### src/tadc_pkg.sv
// shared constants and types of the touch digitizer serial port
package tadc_pkg;
  localparam int unsigned RESULT_W      = 12;          // result width in bits
  localparam int unsigned CTRL_W        = 7;           // control bits after the start bit
  localparam int unsigned CNT_W         = 5;           // width of the falling edge counter
  localparam int unsigned SYNC_W        = 4 + 4 * RESULT_W; // pins plus four analog samples
  localparam logic [4:0]  FALL_TRACK    = 5'h05;       // falling edge that starts tracking
  localparam logic [4:0]  ACQ_CYCLES    = 5'h03;       // clocks given to acquisition
  localparam logic [4:0]  FALL_HOLD     = FALL_TRACK + ACQ_CYCLES; // hold point
  localparam logic [4:0]  RESULT_FALLS  = 5'h0C;       // falls that carry result bits
  localparam logic [4:0]  CNT_RST       = 5'h00;       // counter value after reset
  localparam logic [6:0]  CTRL_RST      = 7'h00;       // control register after reset
  localparam logic [11:0] RESULT_RST    = 12'h000;     // result register after reset
  localparam logic [11:0] FIXED_CODE    = 12'h800;     // fixed pattern of differential code 110
  localparam logic [11:0] LOW4_MASK     = 12'hFF0;     // keeps eight bits in 8-bit mode
  // control register field positions, first received bit highest
  localparam int unsigned BIT_ADDR2     = 6;
  localparam int unsigned BIT_ADDR1     = 5;
  localparam int unsigned BIT_ADDR0     = 4;
  localparam int unsigned BIT_MODE8     = 3;
  localparam int unsigned BIT_REF_MODE  = 2;
  // channel address codes
  localparam logic [2:0]  ADDR_X_POS    = 3'h1;
  localparam logic [2:0]  ADDR_AUX_A    = 3'h2;
  localparam logic [2:0]  ADDR_Y_POS    = 3'h5;
  localparam logic [2:0]  ADDR_AUX_B    = 3'h6;

  typedef enum logic [1:0] {
    ST_IDLE = 2'b00,
    ST_CTRL = 2'b01,
    ST_CONV = 2'b10
  } tadc_state_type;
endpackage : tadc_pkg

### src/tadc_pin_if.sv
// synchronised pin view passed from the pin synchroniser to the port logic
interface tadc_pin_if;
  logic        cs_n;       // select, active low
  logic        din;        // serial data in
  logic        shift_and_convert_clock_rise;  // one-cycle pulse on a rising serial clock
  logic        shift_and_convert_clock_fall;  // one-cycle pulse on a falling serial clock
  logic        pen;        // pen touching panel
  logic [11:0] x_pos;      // sampled analog stand-ins
  logic [11:0] y_pos;
  logic [11:0] aux_a;
  logic [11:0] aux_b;
  modport src (output cs_n, din, shift_and_convert_clock_rise, shift_and_convert_clock_fall, pen, x_pos, y_pos, aux_a, aux_b);
  modport dst (input  cs_n, din, shift_and_convert_clock_rise, shift_and_convert_clock_fall, pen, x_pos, y_pos, aux_a, aux_b);
endinterface : tadc_pin_if

### src/tadc_pin_sync.sv
// two-flop synchronisers and serial clock edge detection
module tadc_pin_sync (
  input  wire logic        ref_clk_i,       // system clock
  input  wire logic        rst_i,           // synchronous reset, active high
  input  wire logic        cs_n_i,          // select pin, active low
  input  wire logic        shift_and_convert_clock_i, // serial clock pin
  input  wire logic        din_i,           // serial data pin
  input  wire logic        pen_touch_i,     // pen contact level
  input  wire logic [11:0] x_pos_i,         // x panel level
  input  wire logic [11:0] y_pos_i,         // y panel level
  input  wire logic [11:0] aux_input_a_i,   // auxiliary level a
  input  wire logic [11:0] aux_input_b_i,   // auxiliary level b
  tadc_pin_if.src          pins             // synchronised view
);
  typedef struct packed {
    logic [tadc_pkg::SYNC_W-1:0] s1;
    logic [tadc_pkg::SYNC_W-1:0] s2;
    logic                        shift_and_convert_clock_prev;
  } tadc_sync_type;

  tadc_sync_type q, d;

  // first stage is read only by the second stage; edges come from stage two
  always_comb begin
    d           = q;
    d.s1        = {cs_n_i, shift_and_convert_clock_i, din_i, pen_touch_i,
                   x_pos_i, y_pos_i, aux_input_a_i, aux_input_b_i};
    d.s2        = q.s1;
    d.shift_and_convert_clock_prev = q.s2[tadc_pkg::SYNC_W-2];
  end

  always_ff @(posedge ref_clk_i) begin
    if (rst_i) begin
      q <= '{s1: {1'b1, {(tadc_pkg::SYNC_W-1){1'b0}}},
             s2: {1'b1, {(tadc_pkg::SYNC_W-1){1'b0}}},
             shift_and_convert_clock_prev: 1'b0};
    end else begin
      q <= d;
    end
  end

  // serial clock is slow against ref_clk, so edges are plain level compares
  assign pins.cs_n      = q.s2[tadc_pkg::SYNC_W-1];
  assign pins.din       = q.s2[tadc_pkg::SYNC_W-3];
  assign pins.pen       = q.s2[tadc_pkg::SYNC_W-4];
  assign pins.shift_and_convert_clock_rise = q.s2[tadc_pkg::SYNC_W-2] & ~q.shift_and_convert_clock_prev;
  assign pins.shift_and_convert_clock_fall = ~q.s2[tadc_pkg::SYNC_W-2] & q.shift_and_convert_clock_prev;
  assign pins.x_pos     = q.s2[47:36];
  assign pins.y_pos     = q.s2[35:24];
  assign pins.aux_a     = q.s2[23:12];
  assign pins.aux_b     = q.s2[11:0];
endmodule : tadc_pin_sync

### src/tadc_serial_port.sv
// serial control and result port of a 12-bit touch screen digitizer
module tadc_serial_port (
  input  wire logic        ref_clk_i,                 // 10 MHz system clock
  input  wire logic        rst_i,                     // synchronous reset, active high
  input  wire logic        cs_n_i,                    // select pin, active low
  input  wire logic        shift_and_convert_clock_i, // serial and conversion clock pin
  input  wire logic        din_i,                     // serial data in pin
  input  wire logic        pen_touch_i,               // pen contact level
  input  wire logic [11:0] x_pos_i,                   // x panel converter level
  input  wire logic [11:0] y_pos_i,                   // y panel converter level
  input  wire logic [11:0] aux_input_a_i,             // auxiliary input a level
  input  wire logic [11:0] aux_input_b_i,             // auxiliary input b level
  output logic             dout_o,                    // serial data out value
  output logic             dout_oe_o,                 // serial data out enable
  output logic             busy_o,                    // busy value
  output logic             busy_oe_o,                 // busy enable
  output logic             touch_irq_out_o,           // interrupt value, always low
  output logic             touch_irq_oe_o,            // interrupt pulls low when high
  output logic             track_o                    // track-and-hold acquiring
);
  // whole port state in one register; pin effects land three ref clock edges late
  typedef struct packed {
    tadc_pkg::tadc_state_type state;
    logic [4:0]               fall_cnt;
    logic [6:0]               ctrl;
    logic [11:0]              result;
    logic                     dout;
    logic                     dout_oe;
    logic                     busy;
    logic                     busy_oe;
    logic                     irq_lvl;
    logic                     irq_oe;
    logic                     track;
  } tadc_port_type;

  tadc_port_type q, d;
  tadc_pin_if    pins ();

  // pins pass two flops here, so the sequencer never reads a metastable level
  tadc_pin_sync u_sync (
    .ref_clk_i                 (ref_clk_i),
    .rst_i                     (rst_i),
    .cs_n_i                    (cs_n_i),
    .shift_and_convert_clock_i (shift_and_convert_clock_i),
    .din_i                     (din_i),
    .pen_touch_i               (pen_touch_i),
    .x_pos_i                   (x_pos_i),
    .y_pos_i                   (y_pos_i),
    .aux_input_a_i             (aux_input_a_i),
    .aux_input_b_i             (aux_input_b_i),
    .pins                      (pins)
  );

  // input multiplexer; invalid addresses give zero
  // the sample is taken once at the hold point, so later pin moves cannot tear a result
  function automatic logic [11:0] pick_input(
      input logic [6:0]  ctrl, // captured control byte
      input logic [11:0] xp,   // x panel sample
      input logic [11:0] yp,   // y panel sample
      input logic [11:0] aa,   // auxiliary a sample
      input logic [11:0] ab);  // auxiliary b sample
    logic [2:0]  addr;
    logic        single;
    logic        narrow;
    logic [11:0] val;
    addr   = {ctrl[tadc_pkg::BIT_ADDR2], ctrl[tadc_pkg::BIT_ADDR1], ctrl[tadc_pkg::BIT_ADDR0]};
    single = ctrl[tadc_pkg::BIT_REF_MODE];
    narrow = ctrl[tadc_pkg::BIT_MODE8];
    val    = tadc_pkg::RESULT_RST;
    case (addr)
      tadc_pkg::ADDR_X_POS: begin
        val = xp;
      end
      tadc_pkg::ADDR_Y_POS: begin
        val = yp;
      end
      tadc_pkg::ADDR_AUX_A: begin
        // the first auxiliary input has no differential pairing
        val = single ? aa : tadc_pkg::RESULT_RST;
      end
      tadc_pkg::ADDR_AUX_B: begin
        val = single ? ab : tadc_pkg::FIXED_CODE;
      end
      default: begin
        val = tadc_pkg::RESULT_RST; // invalid addresses read as zero
      end
    endcase
    // 8-bit mode keeps the top eight bits; the low four read as zero
    if (narrow) begin
      val = val & tadc_pkg::LOW4_MASK;
    end
    return val;
  endfunction : pick_input

  // next falling edge count; saturates so a long tail of zero bits cannot wrap
  function automatic logic [4:0] inc_fall(input logic [4:0] cnt);
    logic [4:0] nxt;
    nxt = cnt;
    if (cnt != 5'h1F) begin
      nxt = cnt + 5'h01;
    end
    return nxt;
  endfunction : inc_fall

  // a start bit is a serial clock rise that finds the data line high
  function automatic logic start_bit(input logic rise, input logic data);
    return rise & data;
  endfunction : start_bit

  // port sequencer; every step except the deselect abort and the pad enable and interrupt updates is paced by serial clock edges
  always_comb begin
    d         = q;
    // pad enables and the interrupt follow their pins every cycle, in any state
    d.dout_oe = ~pins.cs_n;
    d.busy_oe = ~pins.cs_n;
    d.irq_lvl = 1'b0;
    d.irq_oe  = pins.pen;
    if (pins.cs_n) begin
      // select high abandons any exchange, the host must avoid it mid-transfer
      d.state    = tadc_pkg::ST_IDLE;
      d.fall_cnt = tadc_pkg::CNT_RST;
      d.busy     = 1'b0;
      d.dout     = 1'b0;
      d.track    = 1'b0;
    end else begin
      // the state only moves on synchronised serial clock edges
      unique case (q.state)
        tadc_pkg::ST_IDLE: begin
          // counting restarts so that fall 1 is the first fall after the start bit
          if (start_bit(pins.shift_and_convert_clock_rise, pins.din)) begin
            d.state    = tadc_pkg::ST_CTRL;
            d.fall_cnt = tadc_pkg::CNT_RST;
          end
        end
        tadc_pkg::ST_CTRL: begin
          // the start rise itself finds count zero and is not a control bit
          if (pins.shift_and_convert_clock_rise && q.fall_cnt != tadc_pkg::CNT_RST) begin
            d.ctrl = {q.ctrl[5:0], pins.din};
          end
          if (pins.shift_and_convert_clock_fall) begin
            d.fall_cnt = inc_fall(q.fall_cnt);
            if (d.fall_cnt == tadc_pkg::FALL_TRACK) begin
              d.track = 1'b1;
            end
            if (d.fall_cnt == tadc_pkg::FALL_HOLD) begin
              // hold after three clocks of tracking; result in straight binary
              d.track    = 1'b0;
              d.busy     = 1'b1;
              d.result   = pick_input(q.ctrl, pins.x_pos, pins.y_pos, pins.aux_a,
                                      pins.aux_b);
              d.state    = tadc_pkg::ST_CONV;
              d.fall_cnt = tadc_pkg::CNT_RST;
            end
          end
        end
        tadc_pkg::ST_CONV: begin
          if (pins.shift_and_convert_clock_fall) begin
            // msb first, zeros follow once the result is exhausted
            d.busy   = 1'b0;
            d.dout   = q.result[11];
            d.result = {q.result[10:0], 1'b0};
            d.fall_cnt = inc_fall(q.fall_cnt);
          end else if (start_bit(pins.shift_and_convert_clock_rise, pins.din) &&
                       q.fall_cnt >= tadc_pkg::RESULT_FALLS) begin
            // a new start bit is accepted only after all result bits went out
            d.state    = tadc_pkg::ST_CTRL;
            d.fall_cnt = tadc_pkg::CNT_RST;
          end
        end
        default: begin
          d.state = tadc_pkg::ST_IDLE;
        end
      endcase
    end
  end

  // single register stage for the whole port; reset leaves every pad released
  always_ff @(posedge ref_clk_i) begin
    if (rst_i) begin
      q <= '{state:    tadc_pkg::ST_IDLE,
             fall_cnt: tadc_pkg::CNT_RST,
             ctrl:     tadc_pkg::CTRL_RST,
             result:   tadc_pkg::RESULT_RST,
             dout:     1'b0,
             dout_oe:  1'b0,
             busy:     1'b0,
             busy_oe:  1'b0,
             irq_lvl:  1'b0,
             irq_oe:   1'b0,
             track:    1'b0};
    end else begin
      q <= d;
    end
  end

  // outputs straight from the state register
  // serial pads: value and enable leave the same flop stage together
  assign dout_o          = q.dout;
  assign dout_oe_o       = q.dout_oe;
  assign busy_o          = q.busy;
  assign busy_oe_o       = q.busy_oe;

  // open drain: the value is held low and only the enable moves
  assign touch_irq_out_o = q.irq_lvl;
  assign touch_irq_oe_o  = q.irq_oe;

  // observation only, not a pad of the device
  assign track_o         = q.track;
endmodule : tadc_serial_port

### config.mk
export PLATFORM = sky130hd
export DESIGN_NAME = tadc_serial_port
export DESIGN_NICKNAME = d
export VERILOG_FILES = /design/src/tadc_pkg.sv /design/src/tadc_pin_if.sv /design/src/tadc_pin_sync.sv /design/src/tadc_serial_port.sv
export SDC_FILE = /design/constraint.sdc
export NUM_CORES = 1
export LEC_CHECK = 0
export BUFFER_PORTS_ARGS = -buffer_cell sky130_fd_sc_hd__buf_2
export CAP_MARGIN = 25
export CORE_MARGIN = 2
export CORE_UTILIZATION = 37
export DETAILED_ROUTE_END_ITERATION = 8
export PLACE_DENSITY = 0.63
export SLEW_MARGIN = 20
export SYNTH_ARGS = -nofsm -noshare
export SYNTH_HDL_FRONTEND = slang
export SYNTH_HIERARCHICAL = 1
export SYNTH_SLANG_ARGS = --single-unit
export TNS_END_PERCENT = 100
### constraint.sdc
create_clock -name ref_clk_i -period 3.25 [get_ports ref_clk_i]
set_input_delay 0.4875 -clock ref_clk_i [delete_from_list [all_inputs] [get_ports ref_clk_i]]
set_output_delay 0.4875 -clock ref_clk_i [all_outputs]
set_load 0.03 [all_outputs]
==> results.md <==
* Status: finished clean
* P&R area growth vs syn at 11.2%
* Worst-Skew Late Latency at 0.41 ns
* Vias in the first global route at 3,308
* Setup WS post-layout at 0.702 ns
* Port-buffer cells at 59
* Commonest non-fill, non-tap cells in the layout: dfxtp_1 (136), nor2b_1 (108), buf_2 (58), mux2i_1 (31), clkbuf_16 (17)
* Maximum vdd drop at 0.000446 V
* F_max at 392 MHz
* CP max FO at 13
* Sw Pwr at 727 µW
* Max Cap Violations at 0
* Met3 Use GR at 3.74%
* TritonCTS Buffers at 17
* Via density at 4.67
* Std-Cell Rows at 43
* Post-synthesis async set-or-reset flop share at 0%
* CTS H-tree depth at 4
* Hold buffers post-CTS at 0
* Leakage dissipation at 2.24 nW
* Int Power at 2.99 mW
* Finished Core Util at 42.4%
* Total track usage at 12.4%
* Fillers at 1,335
* ANT cells at 0
* Final total power at 3.72 mW
* Core box area at 14,000 µm²
* Post-DP HPWL at 6280 µm
* Element type at the critical path end: flip-flop
* Worst Tran Pin Value at 0.767 ns
* Die height at 124 µm
* Post-CTS resize count at 0
* CP Launch Type: flip-flop
* Dominant synthesized flop cell: dfxtp_1
* Max Slew Vio Count at 0
* Fin nets at 577
* Hold Vio Cnt, Final at 0
* Largest net degree at the start of global routing at 66
* DRC Markers at 0
* Sequential power share at 46.9%
* Die Outline Area at 15,500 µm²
* Period utilization at 78.4%
* Final Skew at 0.00801 ns
* Clock share of power at 49.9%
* Gp weighted congestion at 0.805
* CP required at 3.54 ns
* Seq/Total Area, Yosys at 50.8%
* Wire per inst at 13.0 µm
* Post-Place Setup Slack at 0.729 ns
* Type of the worst setup path: reg2reg
* Routing usage on met1 at 16.0%
* Final setup violating endpoints at 0
* Mapped cell area at 5360 µm²
* Clk slew on worst S/H paths at 0.06 ns
* First-pass GRT wire length at 15,600 µm
* CTS tree: built
* Relative slew slack at 48.9%
* Minimum clock period at 2.55 ns
* Setup TNS at 0 ns
* CTS root buf: clkbuf_16
* # IOs at 61
* Post-Syn Nets at 572
* Pwr/cell area at 624 nW/µm²
* Post-Route WL at 9220 µm
* Starting density of the core at 38.2%
* FF+latch count, synth at 136
* Initial antenna violation count at 0
* Worst path arrival time at 2.83 ns
* Clock tree sinks at 136
* Leading cell type in the layout, fill and taps excluded: dfxtp_1
* Layout cells sized above 1 at 21.2%
* Net Sw Frac at 19.5%
* Synth Instances at 512
* GRT overflow at 0
* # Post-CTS Setup Buffers at 0
* Avg Inst Size Synth at 10.5 µm²
* Placed Cells incl. Taps at 678
* CTS Buffer Depth at 2
* Hold Crit Class: in2reg
* Post-DRT Antenna Nets at 0
* Routing usage on met2 at 18.6%
* EDFF count, synth at 0
* Comb pwr share at 3.1%
* Via count of the routed design at 3,307
* Final cell count without fillers at 708
* First-pass DRT Iterations at 4
* Initial DRC count at 174
* Die W at 124 µm
* Synth Warn # at 6
* GR peak layer: met2
* Unique cell type count in the Yosys netlist at 61
* RSZ-0062 raised after global routing: no
==> critical path: stages (launching register included) <==
cell and delay [ns]:
dfxtp_1 0.50, inv_1 0.10, ha_1 0.35, nand4bb_1 0.25, a2111oi_4 0.77, or2_4 0.37, a21oi_1 0.10
==> logic make-up after synthesis <==
logic type	share of synthesized area (%)
AO/OA/AOI/OAI	12.4
adder cells (fa/ha/maj)	1.40
buffers and inverters	11.2
flip-flops	50.8
multiplexers	6.00
other	0.0700
AND/OR/NAND/NOR	18.2
==> power groups by stage <==
stage | Combinational [mW] | Clock [mW] | Sequential (mW)
after global routing | 0.133 | 1.98 | 1.75
after global placement | 0.118 | 0 | 1.78
final | 0.117 | 1.86 | 1.74
after CTS | 0.120 | 1.89 | 1.75
after floorplan | 0.108 | 0 | 1.78
after detailed placement | 0.120 | 0 | 1.78
==> flip-flops by register name, indices dropped and copies added, names as in the netlist <==
signal	flops
busy_o	1
touch_irq_oe_o	1
q	26
track_o	1
u_sync/pins.pen	1
u_sync/pins.x_pos	12
u_sync/q	1
u_sync/pins.aux_b	12
u_sync/pins.aux_a	12
u_sync/pins.din	1
u_sync/pins.cs_n	1
busy_oe_o	1
u_sync/pins.y_pos	12
dout_o	1
u_sync/d	53
==> cell type report <==
cell class                 instances  area, µm²  area share [%]
sequential                       136       2720            45.7
clock inverter                     7       93.8            1.57
timing repair buffer              64        335            5.63
multi-input combinational        284       2040            34.3
clock buffer                      23        488            8.19
tap                              180        225            3.78
inverter                          14       52.6           0.882
==> through the flow <==
step                area (µm²)  hold WS, ns
finish                    5960        0.269
global route              5960        0.265
CTS                       5960        0.253
detailed placement        5380        0.422
global placement          5380        0.412
floorplan                 5360        0.383
==> worst paths after layout <==
kind / startpoint / endpoint / slack [ns] / cells past startpoint
max reg2reg: q[26] / q[8] / 0.70 / 6
min: cs_n_i / u_sync/d[52] / 0.27 / 2
max: q[26] / q[8] / 0.70 / 6
min reg2reg: u_sync/d[51] / u_sync/d[0] / 0.43 / 1
==> Yosys cell counts, drive strengths merged, types with 2 or more instances <==
library cell / instances / area (µm²)
dfxtp: 136 / 2720
nor2b: 108 / 676
buf: 74 / 532
mux2i: 31 / 310
a21oi: 17 / 123
inv: 14 / 52.6
nor2: 14 / 52.6
nand2: 12 / 45.0
o31ai: 12 / 90.1
o22ai: 11 / 68.8
a22oi: 10 / 75.1
ha: 6 / 75.1
clkbuf: 4 / 16.3
nand2b: 4 / 25.0
o211ai: 4 / 30.0
o21ai: 4 / 20.0
or3b: 4 / 37.5
a211oi: 3 / 22.5
a21boi: 3 / 22.5
a221oi: 3 / 32.5
or2: 3 / 21.3
a2111oi: 2 / 36.3
a31oi: 2 / 12.5
and2: 2 / 12.5
nand3: 2 / 10.0
nand3b: 2 / 15.0
o221ai: 2 / 17.5
==> metal layers <==
metal	vias up	routed length, µm	share of wire, %
met3	20	465	5.0
li1	1682	-	-
met2	77	4200	46
met1	1528	4320	47
met4	0	226	2.5
met5	-	0	0
(Power assumes the default switching activity.)
